File: src/logic/ie_codec_pkg.sv
package ie_codec_pkg;

    // Element identifiers
    localparam logic [7:0] ID_SEQ_NUM = 8'h00;
    localparam logic [7:0] ID_CAD_RING = 8'h01;
    localparam logic [7:0] ID_PULSED = 8'h02;
    localparam logic [7:0] ID_STEADY = 8'h03;

    // Content length values and bounds in octets
    localparam logic [7:0] LEN_FIXED_CONTENT = 8'h01;
    localparam logic [7:0] LEN_PULSED_MIN = 8'h01;
    localparam logic [7:0] LEN_PULSED_MAX = 8'h03;
    localparam int MAX_CONTENT = 3;

    // Field positions
    localparam int EXT_BIT = 7;
    localparam int IND_HI = 6;
    localparam int IND_LO = 5;
    localparam int FIELD5_HI = 4;

    // Pulse type range and examples
    localparam logic [6:0] PULSE_TYPE_MAX = 7'h7f;
    localparam logic [6:0] PULSE_TYPE_MIN = 7'h6b;
    localparam logic [6:0] PULSE_METER = 7'h78;

    // Steady-signal examples
    localparam logic [6:0] STEADY_LOOP_CLOSED = 7'h04;
    localparam logic [6:0] STEADY_STOP_RING = 7'h0e;
    localparam logic [6:0] STEADY_RAMP_NORMAL = 7'h1e;
    localparam logic [6:0] STEADY_MAX_ASSIGNED = 7'h1e;

    // Suppression indicator codes
    localparam logic [1:0] SUPP_NONE = 2'h0;
    localparam logic [1:0] SUPP_BY_MSG = 2'h1;
    localparam logic [1:0] SUPP_BY_LINE = 2'h2;
    localparam logic [1:0] SUPP_EITHER = 2'h3;

    // Acknowledge request codes
    localparam logic [1:0] ACK_NONE = 2'h0;
    localparam logic [1:0] ACK_EACH_END = 2'h1;
    localparam logic [1:0] ACK_ALL_END = 2'h2;
    localparam logic [1:0] ACK_START = 2'h3;

    // Message kinds for sequence-number placement
    typedef enum logic [2:0] {
        MSG_SIGNAL = 3'h0,
        MSG_PROT_PARAM = 3'h1,
        MSG_SIGNAL_ACK = 3'h2,
        MSG_OTHER = 3'h3
    } msg_kind_e;

    typedef enum logic [1:0] {
        ELEM_SEQ = 2'h0,
        ELEM_RING = 2'h1,
        ELEM_PULSED = 2'h2,
        ELEM_STEADY = 2'h3
    } elem_kind_e;

    // Decoded or to-be-encoded element fields
    typedef struct packed {
        elem_kind_e kind;
        logic [6:0] value;      // sequence, cadence, pulse type or steady type
        logic hasOct4;
        logic hasOct4a;
        logic [1:0] suppress;
        logic [4:0] duration;
        logic [1:0] ackReq;
        logic [4:0] pulseCount;
    } ie_fields_s;

    typedef struct packed {
        logic valid;
        logic [7:0] data;
        logic last;
    } octet_s;

endpackage

File: src/logic/ie_len_check.sv
`timescale 1ns/100ps
module ie_len_check
    import ie_codec_pkg::*;
(
    input wire logic [7:0] ident,      // Element identifier
    input wire logic [7:0] lenOctet,   // Content length
    output logic known,                // Identifier handled here
    output logic lenOk                 // Length fits the element
);
    wire isFixed = (ident == ID_SEQ_NUM) || (ident == ID_CAD_RING) || (ident == ID_STEADY);
    wire isPulsed = (ident == ID_PULSED);
    assign known = isFixed || isPulsed;
    assign lenOk = (isFixed && lenOctet == LEN_FIXED_CONTENT) ||
                   (isPulsed && lenOctet >= LEN_PULSED_MIN && lenOctet <= LEN_PULSED_MAX);
endmodule

File: src/logic/ie_content_check.sv
`timescale 1ns/100ps
module ie_content_check
    import ie_codec_pkg::*;
(
    input ie_fields_s fields,          // Fields to judge
    output logic pulseTypeOk,          // Pulse type in assigned range
    output logic steadyAssigned,       // Steady type is listed
    output logic countOk               // Pulse count nonzero when present
);
    assign pulseTypeOk = (fields.value <= PULSE_TYPE_MAX) && (fields.value >= PULSE_TYPE_MIN);
    // only 0x1b..0x1c are gaps below the top listed code
    assign steadyAssigned = (fields.value <= STEADY_MAX_ASSIGNED) && (fields.value != 7'h1b) &&
                            (fields.value != 7'h1c);
    assign countOk = !fields.hasOct4a || (fields.pulseCount != 5'h00);
endmodule

File: src/logic/pstn_variable_ie_codec.sv
`timescale 1ns/100ps
module pstn_variable_ie_codec
    import ie_codec_pkg::*;
(
    input wire logic sys_clk,              // 125 MHz clock
    input wire logic srst,                 // Synchronous reset, active high
    input wire logic clkEn,                // Freezes all state when low
    input wire logic isExchangeSide,       // Device acts as exchange side
    // Encoder request
    input wire logic encStart,             // Start building an element
    output logic encReady,                 // Encoder idle
    input ie_fields_s encFields,           // Element to build
    input wire msg_kind_e encMsg,          // Message the element goes in
    input wire logic [6:0] sendSeq,        // Send sequence count
    input wire logic [6:0] recvSeq,        // Receive sequence count
    output octet_s txOct,                  // Built octet stream
    output logic encRefused,               // Request not permitted, pulse
    // Decoder stream
    input octet_s rxOct,                   // Received octet stream
    input wire msg_kind_e rxMsg,           // Message the stream belongs to
    output logic decDone,                  // Element decoded, pulse
    output ie_fields_s decFields,          // Decoded fields
    output logic decContentErr,            // Length or content conflict
    output logic decNotAllowed,            // Element not permitted here
    output logic decUnknown,               // Identifier not handled
    output logic decIsCommand,             // Element commands the line
    output logic seqMissing                // Held low; no logic ever raises it
);

    // ===========================================================
    // Encoder
    // ===========================================================
    typedef enum logic [2:0] {
        ENC_IDLE = 3'b000,
        ENC_ID = 3'b001,
        ENC_LEN = 3'b011,
        ENC_C3 = 3'b010,
        ENC_C4 = 3'b110,
        ENC_C4A = 3'b111
    } enc_state_e;

    enc_state_e encState_q, encState_d;
    ie_fields_s encHold_q;
    octet_s txOct_q, txOct_d;
    logic encRefused_q;

    wire isSeqReq = (encFields.kind == ELEM_SEQ);
    wire seqMsgOk = (encMsg == MSG_SIGNAL) || (encMsg == MSG_PROT_PARAM) || (encMsg == MSG_SIGNAL_ACK);
    wire ringBanned = (encFields.kind == ELEM_RING) && !isExchangeSide;
    wire zeroCount = (encFields.kind == ELEM_PULSED) && encFields.hasOct4 &&
                     encFields.hasOct4a && (encFields.pulseCount == 5'h00);
    wire seqBanned = isSeqReq && !seqMsgOk;
    wire encRefuse = ringBanned || zeroCount || seqBanned;
    wire encTake = encStart && (encState_q == ENC_IDLE);
    wire [6:0] seqPick = (encMsg == MSG_SIGNAL_ACK) ? recvSeq : sendSeq;

    ie_fields_s encLoad;
    always_comb begin
        encLoad = encFields;
        if (isSeqReq) begin
            encLoad.value = seqPick;
        end
        if (encFields.kind != ELEM_PULSED) begin
            encLoad.hasOct4 = 1'b0;
            encLoad.hasOct4a = 1'b0;
        end else if (!encFields.hasOct4) begin
            encLoad.hasOct4a = 1'b0;
        end
    end

    wire [7:0] encId = {6'h00, encHold_q.kind};
    wire [7:0] encLen = 8'h01 + {7'h00, encHold_q.hasOct4} + {7'h00, encHold_q.hasOct4a};
    wire [7:0] encOct3 = {1'b1, encHold_q.value};
    wire [7:0] encOct4 = {~encHold_q.hasOct4a, encHold_q.suppress, encHold_q.duration};
    wire [7:0] encOct4a = {1'b1, encHold_q.ackReq, encHold_q.pulseCount};

    always_comb begin
        encState_d = encState_q;
        txOct_d = '0;
        case (encState_q)
            ENC_IDLE: begin
                if (encTake && !encRefuse) begin
                    encState_d = ENC_ID;
                end
            end
            ENC_ID: begin
                txOct_d = '{valid: 1'b1, data: encId, last: 1'b0};
                encState_d = ENC_LEN;
            end
            ENC_LEN: begin
                txOct_d = '{valid: 1'b1, data: encLen, last: 1'b0};
                encState_d = ENC_C3;
            end
            ENC_C3: begin
                txOct_d = '{valid: 1'b1, data: encOct3, last: !encHold_q.hasOct4};
                encState_d = encHold_q.hasOct4 ? ENC_C4 : ENC_IDLE;
            end
            ENC_C4: begin
                txOct_d = '{valid: 1'b1, data: encOct4, last: !encHold_q.hasOct4a};
                encState_d = encHold_q.hasOct4a ? ENC_C4A : ENC_IDLE;
            end
            ENC_C4A: begin
                txOct_d = '{valid: 1'b1, data: encOct4a, last: 1'b1};
                encState_d = ENC_IDLE;
            end
            default: begin
                encState_d = ENC_IDLE;
            end
        endcase
    end

    always_ff @(posedge sys_clk) begin
        if (srst) begin
            encState_q <= ENC_IDLE;
            encHold_q <= '0;
            txOct_q <= '0;
            encRefused_q <= 1'b0;
        end else if (clkEn) begin
            encState_q <= encState_d;
            txOct_q <= txOct_d;
            encRefused_q <= encTake && encRefuse;
            if (encTake) begin
                encHold_q <= encLoad;
            end
        end
    end

    assign encReady = (encState_q == ENC_IDLE);
    assign txOct = txOct_q;
    assign encRefused = encRefused_q;

    // ===========================================================
    // Decoder
    // ===========================================================
    logic [2:0] rxIdx_q;
    logic [7:0] rxId_q;
    logic [7:0] rxLen_q;
    ie_fields_s rxAcc_q, rxAcc_d;
    logic extSeen_q;
    logic seqSeen_q;
    logic decDone_q, decErr_q, decNa_q, decUnk_q, decCmd_q, seqMiss_q;
    ie_fields_s decFields_q;

    wire known;
    wire lenOk;
    ie_len_check u_ie_len_check (
        .ident(rxId_q),
        .lenOctet(rxLen_q),
        .known(known),
        .lenOk(lenOk)
    );

    wire pulseTypeOk;
    wire steadyAssigned;
    wire countOk;
    ie_content_check u_ie_content_check (
        .fields(rxAcc_d),
        .pulseTypeOk(pulseTypeOk),
        .steadyAssigned(steadyAssigned),
        .countOk(countOk)
    );

    wire rxTake = rxOct.valid;
    wire [2:0] contentCnt = (rxIdx_q >= 3'd2) ? rxIdx_q - 3'd1 : 3'd0;
    wire rxEnd = rxTake && rxOct.last;
    wire [1:0] rxKind = rxId_q[1:0];

    always_comb begin
        rxAcc_d = rxAcc_q;
        if (rxTake) begin
            case (rxIdx_q)
                3'd2: begin
                    rxAcc_d.kind = elem_kind_e'(rxKind);
                    rxAcc_d.value = rxOct.data[6:0];
                end
                3'd3: begin
                    rxAcc_d.hasOct4 = 1'b1;
                    rxAcc_d.suppress = rxOct.data[IND_HI:IND_LO];
                    rxAcc_d.duration = rxOct.data[FIELD5_HI:0];
                end
                3'd4: begin
                    rxAcc_d.hasOct4a = 1'b1;
                    rxAcc_d.ackReq = rxOct.data[IND_HI:IND_LO];
                    rxAcc_d.pulseCount = rxOct.data[FIELD5_HI:0];
                end
                default: begin
                    rxAcc_d = rxAcc_q;
                end
            endcase
        end
    end

    // Octet 4 extension 0 promises octet 4a; mismatches count as content errors
    // Ext bit of octet 4 is still on the wire when octet 4 is itself the last one
    wire ext4Bit = (rxIdx_q == 3'd3) ? rxOct.data[EXT_BIT] : extSeen_q;
    wire extConflict = rxAcc_d.hasOct4 && (ext4Bit == rxAcc_d.hasOct4a);
    wire lenMatch = (rxLen_q == {5'h00, contentCnt});
    wire isSeqId = known && (rxKind == ELEM_SEQ);
    wire rxSeqOk = (rxMsg == MSG_SIGNAL) || (rxMsg == MSG_PROT_PARAM) || (rxMsg == MSG_SIGNAL_ACK);
    wire contentBad = (rxKind == ELEM_PULSED && (!pulseTypeOk || !countOk)) ||
                      (rxKind == ELEM_STEADY && !steadyAssigned);
    wire errNow = known && (!lenOk || !lenMatch || extConflict || contentBad);
    wire ringWrongWay = known && (rxKind == ELEM_RING) && isExchangeSide;
    wire naNow = (isSeqId && !rxSeqOk) || ringWrongWay;
    // peer exchange commands the line, peer access reports it
    wire cmdNow = !isExchangeSide && (rxKind == ELEM_PULSED || rxKind == ELEM_STEADY || rxKind == ELEM_RING);

    always_ff @(posedge sys_clk) begin
        if (srst) begin
            rxIdx_q <= 3'd0;
            rxId_q <= '0;
            rxLen_q <= '0;
            rxAcc_q <= '0;
            extSeen_q <= 1'b1;
            seqSeen_q <= 1'b0;
            decDone_q <= 1'b0;
            decErr_q <= 1'b0;
            decNa_q <= 1'b0;
            decUnk_q <= 1'b0;
            decCmd_q <= 1'b0;
            seqMiss_q <= 1'b0;
            decFields_q <= '0;
        end else if (clkEn) begin
            decDone_q <= rxEnd;
            seqMiss_q <= 1'b0;
            if (rxTake) begin
                rxIdx_q <= rxOct.last ? 3'd0 : ((rxIdx_q == 3'd7) ? rxIdx_q : rxIdx_q + 3'd1);
                rxAcc_q <= rxOct.last ? '0 : rxAcc_d;
                if (rxIdx_q == 3'd0) begin
                    rxId_q <= rxOct.data;
                end
                if (rxIdx_q == 3'd1) begin
                    rxLen_q <= rxOct.data;
                end
                if (rxIdx_q == 3'd3) begin
                    extSeen_q <= rxOct.data[EXT_BIT];
                end else if (rxOct.last) begin
                    extSeen_q <= 1'b1;
                end
            end
            if (rxEnd) begin
                decFields_q <= rxAcc_d;
                decErr_q <= errNow;
                decNa_q <= naNow;
                decUnk_q <= !known;
                decCmd_q <= cmdNow;
                if (isSeqId) begin
                    seqSeen_q <= 1'b1;
                end
            end
            // Message boundary: an idle MSG_OTHER cycle clears seqSeen_q; nothing reports a missing element
            if (rxOct.valid == 1'b0 && rxIdx_q == 3'd0 && rxMsg == MSG_OTHER) begin
                seqSeen_q <= 1'b0;
            end
        end
    end

    assign decDone = decDone_q;
    assign decFields = decFields_q;
    assign decContentErr = decErr_q;
    assign decNotAllowed = decNa_q;
    assign decUnknown = decUnk_q;
    assign decIsCommand = decCmd_q;
    assign seqMissing = seqMiss_q;

    // ===========================================================
    // Checks
    // ===========================================================
    AST_FIXED_LEN: assert property (@(posedge sys_clk) disable iff (srst)
        (clkEn && encState_q == ENC_LEN && !encHold_q.hasOct4) |-> (encLen == 8'h01))
        else $error("fixed element length not one content octet");
    AST_PULSED_LEN: assert property (@(posedge sys_clk) disable iff (srst)
        (encState_q == ENC_LEN) |-> (encLen >= LEN_PULSED_MIN && encLen <= LEN_PULSED_MAX))
        else $error("pulsed length out of range");
    AST_NO_RING_FROM_ACCESS: assert property (@(posedge sys_clk) disable iff (srst)
        (clkEn && encTake && encFields.kind == ELEM_RING && !isExchangeSide) |=> (encRefused && encReady))
        else $error("access side began a ringing element");
    AST_NO_ZERO_COUNT: assert property (@(posedge sys_clk) disable iff (srst)
        (txOct.valid && encState_q == ENC_IDLE && txOct.last && encHold_q.hasOct4a) |-> (txOct.data[4:0] != 5'h00))
        else $error("zero pulse count emitted");
    AST_SEQ_PLACE: assert property (@(posedge sys_clk) disable iff (srst)
        (clkEn && encTake && isSeqReq && !seqMsgOk) |=> encRefused ##1 !txOct.valid)
        else $error("sequence element in wrong message");
    AST_EXT_BIT: assert property (@(posedge sys_clk) disable iff (srst)
        (clkEn && encState_q == ENC_C3) |=> (txOct.valid && txOct.data[EXT_BIT]))
        else $error("octet 3 extension bit not one");
    AST_OCT4_EXT: assert property (@(posedge sys_clk) disable iff (srst)
        (clkEn && encState_q == ENC_C4) |=> (txOct.data[EXT_BIT] == !encHold_q.hasOct4a))
        else $error("octet 4 extension does not announce octet 4a");
    AST_SEQ_COUNT: assert property (@(posedge sys_clk) disable iff (srst)
        (clkEn && encTake && !encRefuse && isSeqReq) |=> (encHold_q.value == $past(seqPick)))
        else $error("wrong sequence count latched");
    AST_LEN_ERR: assert property (@(posedge sys_clk) disable iff (srst)
        (clkEn && rxEnd && known && !lenOk) |=> (decDone && decContentErr))
        else $error("length conflict not flagged");
    AST_TX_ID_FIRST: assert property (@(posedge sys_clk) disable iff (srst)
        (clkEn && encState_q == ENC_ID) |=> (txOct.valid && !txOct.last && txOct.data == encId))
        else $error("identifier octet not sent first");
    AST_SEQ_NOT_ALLOWED: assert property (@(posedge sys_clk) disable iff (srst)
        (clkEn && rxEnd && isSeqId && !rxSeqOk) |=> (decDone && decNotAllowed))
        else $error("sequence element in wrong message not flagged");
    AST_SEQ_DEC_VALUE: assert property (@(posedge sys_clk) disable iff (srst)
        (clkEn && rxEnd && isSeqId && rxIdx_q == 3'd2) |=> (decFields.value == $past(rxOct.data[6:0])))
        else $error("decoded sequence value differs from octet 3");
    AST_PULSE_TYPE: assert property (@(posedge sys_clk) disable iff (srst)
        (clkEn && rxEnd && known && rxKind == ELEM_PULSED && !pulseTypeOk) |=> decContentErr)
        else $error("unlisted pulse type not flagged");
    AST_ZERO_COUNT_ERR: assert property (@(posedge sys_clk) disable iff (srst)
        (clkEn && rxEnd && known && rxKind == ELEM_PULSED && !countOk) |=> decContentErr)
        else $error("zero pulse count not flagged");
    AST_STEADY_UNASSIGNED: assert property (@(posedge sys_clk) disable iff (srst)
        (clkEn && rxEnd && known && rxKind == ELEM_STEADY && !steadyAssigned) |=> decContentErr)
        else $error("unassigned steady type not flagged");
    AST_EXT_CONFLICT: assert property (@(posedge sys_clk) disable iff (srst)
        (clkEn && rxEnd && known && extConflict) |=> decContentErr)
        else $error("octet 4 extension conflict not flagged");
    AST_CMD_DIR: assert property (@(posedge sys_clk) disable iff (srst)
        (clkEn && rxEnd && known && rxKind == ELEM_STEADY) |=> (decIsCommand != $past(isExchangeSide)))
        else $error("steady element direction misjudged");
    AST_UNKNOWN_ID: assert property (@(posedge sys_clk) disable iff (srst)
        (clkEn && rxEnd && !known) |=> (decUnknown && !decContentErr))
        else $error("unknown identifier not flagged");

endmodule

File: config.mk
export PLATFORM = sky130hd
export DESIGN_NAME = pstn_variable_ie_codec
export DESIGN_NICKNAME = d
export VERILOG_FILES = /design/src/logic/ie_codec_pkg.sv /design/src/logic/ie_len_check.sv /design/src/logic/ie_content_check.sv /design/src/logic/pstn_variable_ie_codec.sv
export SDC_FILE = /design/constraint.sdc
export NUM_CORES = 1
export LEC_CHECK = 0
export ABC_CLOCK_PERIOD_IN_PS = 3300
export BUFFER_PORTS_ARGS = -buffer_cell sky130_fd_sc_hd__buf_4
export CORE_MARGIN = 2
export CORE_UTILIZATION = 32
export CTS_CLUSTER_DIAMETER = 50
export DETAILED_ROUTE_END_ITERATION = 7
export HOLD_SLACK_MARGIN = 0.05
export PLACE_DENSITY_LB_ADDON = 0.12
export SYNTH_ARGS = -nofsm -noshare
export SYNTH_HDL_FRONTEND = slang
export SYNTH_SLANG_ARGS = --single-unit
File: constraint.sdc
create_clock -name sys_clk -period 3.3 [get_ports sys_clk]
set_input_delay 0.495 -clock sys_clk [delete_from_list [all_inputs] [get_ports sys_clk]]
set_output_delay 0.495 -clock sys_clk [all_outputs]
set_load 0.02 [all_outputs]
# Word-level counts from Yosys, hierarchy flattened
# Cells that the tools add are included.
# totals
ff_bits,114
in_bits,60
output_inout_bits,43
word_cells,176
# classes
addsub,4
magnitude_cmp,6
n_eq_ne,30
mux,23
n_bitwise,1
reduce_logical,74
# ops
operator,count
$mux W25,2
$pmux W10 S5,1
$mux W7,4
$logic_and A1 B1 Y1,24
$logic_or A1 B1 Y1,19
$eq A3 B2 Y1 const B,6
$mux W3,6
$eq A8 B1 Y1 const B,2
$eq A8 B2 Y1 const B,2
$pmux W3 S5,1
$ne A7 B5 Y1 const B,2
$logic_not A1 Y1,13
$eq A3 B1 Y1 const B,4
$eq A3 B3 Y1 const B,4
$logic_not A3 Y1,4
$reduce_and A3 Y1,4
$mux W9,1
$eq A8 B3 Y1,1
$ge A8 B1 Y1 const B,1
$le A8 B2 Y1 const B,1
$logic_not A8 Y1,1
$mux W1,8
$reduce_and A2 Y1,4
$ge A7 B7 Y1 const B,1
other kinds (17),22

# Logic depth before layout (Yosys ltp)
# depth
ltp_word,11
ltp_mapped,9
depth_no_buf,7

# Modules after synthesis
# From an unflattened synthesis, not the netlist that was laid out.
# hier_totals
cells_unflattened,615
hier_area_um2,5142.4
# modules_own_cells
mod,instances,cells_each,area_each_um2,seq_area_each_um2
pstn_variable_ie_codec,1,597,5021.1,2282.2
ie_content_check,1,10,65.1,0.0
ie_len_check,1,8,56.3,0.0

# Worst setup path before layout
# OpenSTA, ideal clock, no wires.
# synth_timing
kind,register -> register
start,register rxIdx_q[0]
end,register decErr_q (netlist: decContentErr)
setup_ns,0.122
arrival_time_ns,1.571
required_time_ns,3.178
slack_ns,1.607
stages_incl_launch_ff,10
n_path_buf,2
synth_period_minus_slack_ns,1.693
path_cell_list,dfxtp_1 inv_1 ha_1 and3b_1 buf_2 buf_4 nor3_1 o21ai_0 a32oi_1 o21ai_1
# synth_between
elab_chain_cells,11
word_cells_on_any_way,38
classes_between,1 x add/sub; 4 x order compare; 7 x eq/ne; 7 x mux; 19 x reduce/logical
# synth_rtl
element,line,source
start: declaration,pstn_variable_ie_codec.sv:135,logic [2:0] rxIdx_q;
start signal: assignment,pstn_variable_ie_codec.sv:227,rxIdx_q <= rxOct.last ? 3'd0 : ((rxIdx_q == 3'd7) ? rxIdx_q : rxIdx_q + 3'd1);
$eq A3 B2 Y1 or $eq A3 B3 Y1 (tied branches),pstn_variable_ie_codec.sv:171,case (rxIdx_q)
"$mux W9, or another cell as far along",pstn_variable_ie_codec.sv:171,
$mux W25,pstn_variable_ie_codec.sv:170,if (rxTake) begin
"$le A7 B7 Y1, or another cell as far along",ie_content_check.sv:10,assign pulseTypeOk = (fields.value <= PULSE_TYPE_MAX) && (fields.value >= PULSE_TYPE_MIN);
"$logic_and A1 B1 Y1, or another cell as far along",ie_content_check.sv:10,
$logic_not A1 Y1 or $logic_and A1 B1 Y1 (tied branches),"pstn_variable_ie_codec.sv:200, ie_content_check.sv:12",
$logic_or A1 B1 Y1 or $logic_not A1 Y1 (tied branches),"pstn_variable_ie_codec.sv:200, pstn_variable_ie_codec.sv:201",
"$logic_and A1 B1 Y1, on equally long branches","pstn_variable_ie_codec.sv:200, pstn_variable_ie_codec.sv:201",
$logic_or A1 B1 Y1,pstn_variable_ie_codec.sv:200,wire contentBad = (rxKind == ELEM_PULSED && (!pulseTypeOk || !countOk)) ||
$logic_or A1 B1 Y1 (*),pstn_variable_ie_codec.sv:202,wire errNow = known && (!lenOk || !lenMatch || extConflict || contentBad);
$logic_and A1 B1 Y1 (*),pstn_variable_ie_codec.sv:202,
end signal: assignment,pstn_variable_ie_codec.sv:243,decErr_q <= errNow;
end: declaration,pstn_variable_ie_codec.sv:141,"logic decDone_q, decErr_q, decNa_q, decUnk_q, decCmd_q, seqMiss_q;"
# Mark *: on every way between the ends. The rest lies on a longest branch, timed or not.
# A chain may end at the register's enable or synchronous reset.

# Worst setup path after layout
# Same ends and word-level chain as after synthesis.

==> results.toml <==
[status]
status = "complete, no violations"

[detailed_routing]
wl_per_cell_microns = 15.8
firstDrtPassIters = 5
routed_wirelength_mm = 14.7
via_count = 4609
drtIter0Drc = 305
ant_nets = 0
drt-vias-per-instance = 4.94
drc = 0

[die]
fp-row-count = 46
ios = 103
coreArea_sq_um = 15800
die-area_sq_um = 17000
die_h_microns = 130
dieWidth_microns = 130
start_util = 0.325

[finish]
drive_gt1_frac = 0.205
nets = 773
multi_input_area_sq_um = 2600
filler_cell_count = 1646
fin_util = 0.415
syn2layout_area_growth_pct = 27.8
fin_cells = 933
antenna_cells = 0
regArea_sq_um = 2280

[placement]
dp_hpwl_mm = 10.6
place_inst = 902
gp_congestion = 0.873
portBuffers = 101

[pwr]
peakVddDrop_v = 0.000360
power_density_nw_per_um2 = 527
p_leak_nw = 2.54
power_mw = 3.44

[cts]
clk_latency_ns = 0.41
hold_buffers = 0
cts_buffer_depth = 2
root_buffer = "clkbuf_16"
cts_tree = "done"
htreeDepth = 4
post_cts_buffers = 0
cts.sinks = 114
cts_resized = 0
clkSlewWorstSetupHoldPaths_ns = 0.05
cts_made_buffers = 17

[synthesis]
ys.flop_type = "dfxtp_1"
async_flop_share = 0
syn-instance-count = 627
synth_seq_cells = 114
ys_warn_count = 0
ys_seq_area_frac = 0.446
synth-edff-count = 0
avgSynthCellArea_sq_um = 8.16
synth_area_sq_um = 5120
synth_cell_type_count = 48
syn_nets = 695

[global_route]
grt_pass1_vias = 4390
grt_remaining_overflow = 0
track_usage = 0.177
grt_first_pass_wirelength_mm = 23.0
grt_antenna_before_repair = 0
grt_max_degree = 71

[setup_path]
worstSetupPathType = "flip-flop to flip-flop"
required_ns = 3.60
critical-path-max-stage-delay_ns = 0.59
critPathMaxFanout = 12
cpMaxStageDelayCell = "and3b_1"
cp_data_arrival_time_ns = 2.50
crit_path_start_kind = "flip-flop"
cp-end-kind = "flip-flop"
path_cells = "inv_1 > ha_1 > and3b_1 > a2111oi_0 > a221o_1 > nor4_2 > o21ai_1"

[timing]
rsz0062_at_grt = "no"
clock_skew_ns = 0.00995
slew_viol_final = 0
slew-limit-headroom = 0.477
fmax_ghz = 0.456
worst_pin_slew_ns = 0.785
min_period_ns = 2.19
final.period_utilization = 0.665
hold_viol = 0
setup_violations = 0
finalSetupTns_ns = 0

[worst_hold_path]
hold_path.class = "input port to flip-flop"

[run]
maxCapViolations = 0
cells by family after synthesis:
group / after synthesis / synth area share
xor gates and xnor gates: 2 / 0.00342
buffers and inverters: 56 / 0.0464
adders and majority gates: 8 / 0.0196
other: 1 / 0.000733
DFF: 114 / 0.446
AOI/OAI and AO/OA: 156 / 0.183
and+or+nand+nor: 249 / 0.219
muxes: 41 / 0.0819
cell usage after synthesis, drive strengths merged, types with 2 or more instances:
| cell | n | area share |
|---|---|---|
| nand2 | 115 | 0.084 |
| dfxtp | 114 | 0.45 |
| nor2 | 74 | 0.054 |
| a21oi | 60 | 0.059 |
| o21ai | 38 | 0.039 |
| mux2i | 34 | 0.066 |
| a22oi | 31 | 0.045 |
| clkbuf | 28 | 0.021 |
| buf | 18 | 0.019 |
| nor3 | 13 | 0.017 |
| a211oi | 11 | 0.016 |
| inv | 10 | 0.0073 |
| nor2b | 10 | 0.012 |
| ha | 8 | 0.020 |
| mux2 | 7 | 0.015 |
| nand3 | 6 | 0.0068 |
| and3 | 5 | 0.0061 |
| and2 | 4 | 0.0049 |
| nand2b | 4 | 0.0049 |
| nor3b | 4 | 0.0059 |
| o31ai | 4 | 0.0059 |
| nand3b | 3 | 0.0044 |
| nor4 | 3 | 0.0049 |
| or4 | 3 | 0.0051 |
| a31oi | 2 | 0.0024 |
| and3b | 2 | 0.0034 |
| nand4b | 2 | 0.0034 |
| o21a | 2 | 0.0029 |
power breakdown:
group / leakage, nW / internal (mW) / switching, mW / total [mW]
clock network: 0.280 / 1.12 / 0.598 / 1.72
registers: 0.923 / 1.41 / 0.0288 / 1.44
logic: 1.33 / 0.117 / 0.167 / 0.284
total: 2.54 / 2.65 / 0.794 / 3.44
stage by stage:
stage,setup WS [ns],cell area [sq um],hold WS (ns)
6_report,1.11,6540,0.315
5_1_grt,0.934,6540,0.322
4_1_cts,1.12,6540,0.301
3_5_place_dp,1.10,5980,0.443
3_3_place_gp,1.15,5980,0.440
2_1_floorplan,1.61,5120,0.431
worst paths after layout:
check	startpoint	to	slack [ns]	depth (start not counted)
worst max-delay path	rxIdx_q[0]	decContentErr	1.11	7
worst min-delay path	isExchangeSide	decIsCommand	0.32	2
worst min register to register	decFields[11]	decFields[11]	0.45	2
worst max register to register	rxIdx_q[0]	decContentErr	1.11	7
critical path: cells and delay by family, from the launching register on:
kind,cells,cell delay (ns)
buf+inv,1,0.15
compound gates,3,0.51
flops,1,0.35
simple gates,2,0.85
fa+ha+maj,1,0.22
flip-flops by register name, indices dropped and copies added (netlist names):
register       cells
decFields         25
encHold_q         25
rxAcc_q           25
txOct             10
rxId_q             8
rxLen_q            8
encState_q         3
rxIdx_q            3
decContentErr      1
decDone            1
decIsCommand       1
decNotAllowed      1
decUnknown         1
encRefused         1
extSeen_q          1
metal layers:
| metal | vias up | global-route usage | wire length (microns) |
|---|---|---|---|
| met2 | 136 | 0.283 | 6850 |
| li1 | 2323 | - | - |
| met3 | 33 | 0.0456 | 737 |
| met1 | 2117 | 0.225 | 6750 |
| met4 | 0 | 0.0857 | 382 |
| met5 | - | 0 | 0 |
final cells by class:
class,instances,area share
clock buffer,26,0.0779
tap,216,0.0413
multi-input combinational,457,0.398
timing repair buffer,105,0.121
sequential,114,0.349
inverter,10,0.00574
clock inverter,5,0.00765
layout by cell type, fill, tap and decap left out, types with 7 or more instances in the layout:
master     Yosys  layout
nor3_1        11      11
o21ai_1        7       7
nor2b_1       10      10
a22oi_1       31      31
clkbuf_16      0      17
ha_1           8       8
nor2_1        74      74
nand2_1      115     115
buf_4          3     105
inv_1         10      10
mux2_2         7       7
dfxtp_1      114     114
a211oi_1      11      11
a21oi_1       60      59
mux2i_1       34      34
o21ai_0       29      29
Power figures use the tool's default switching activity.
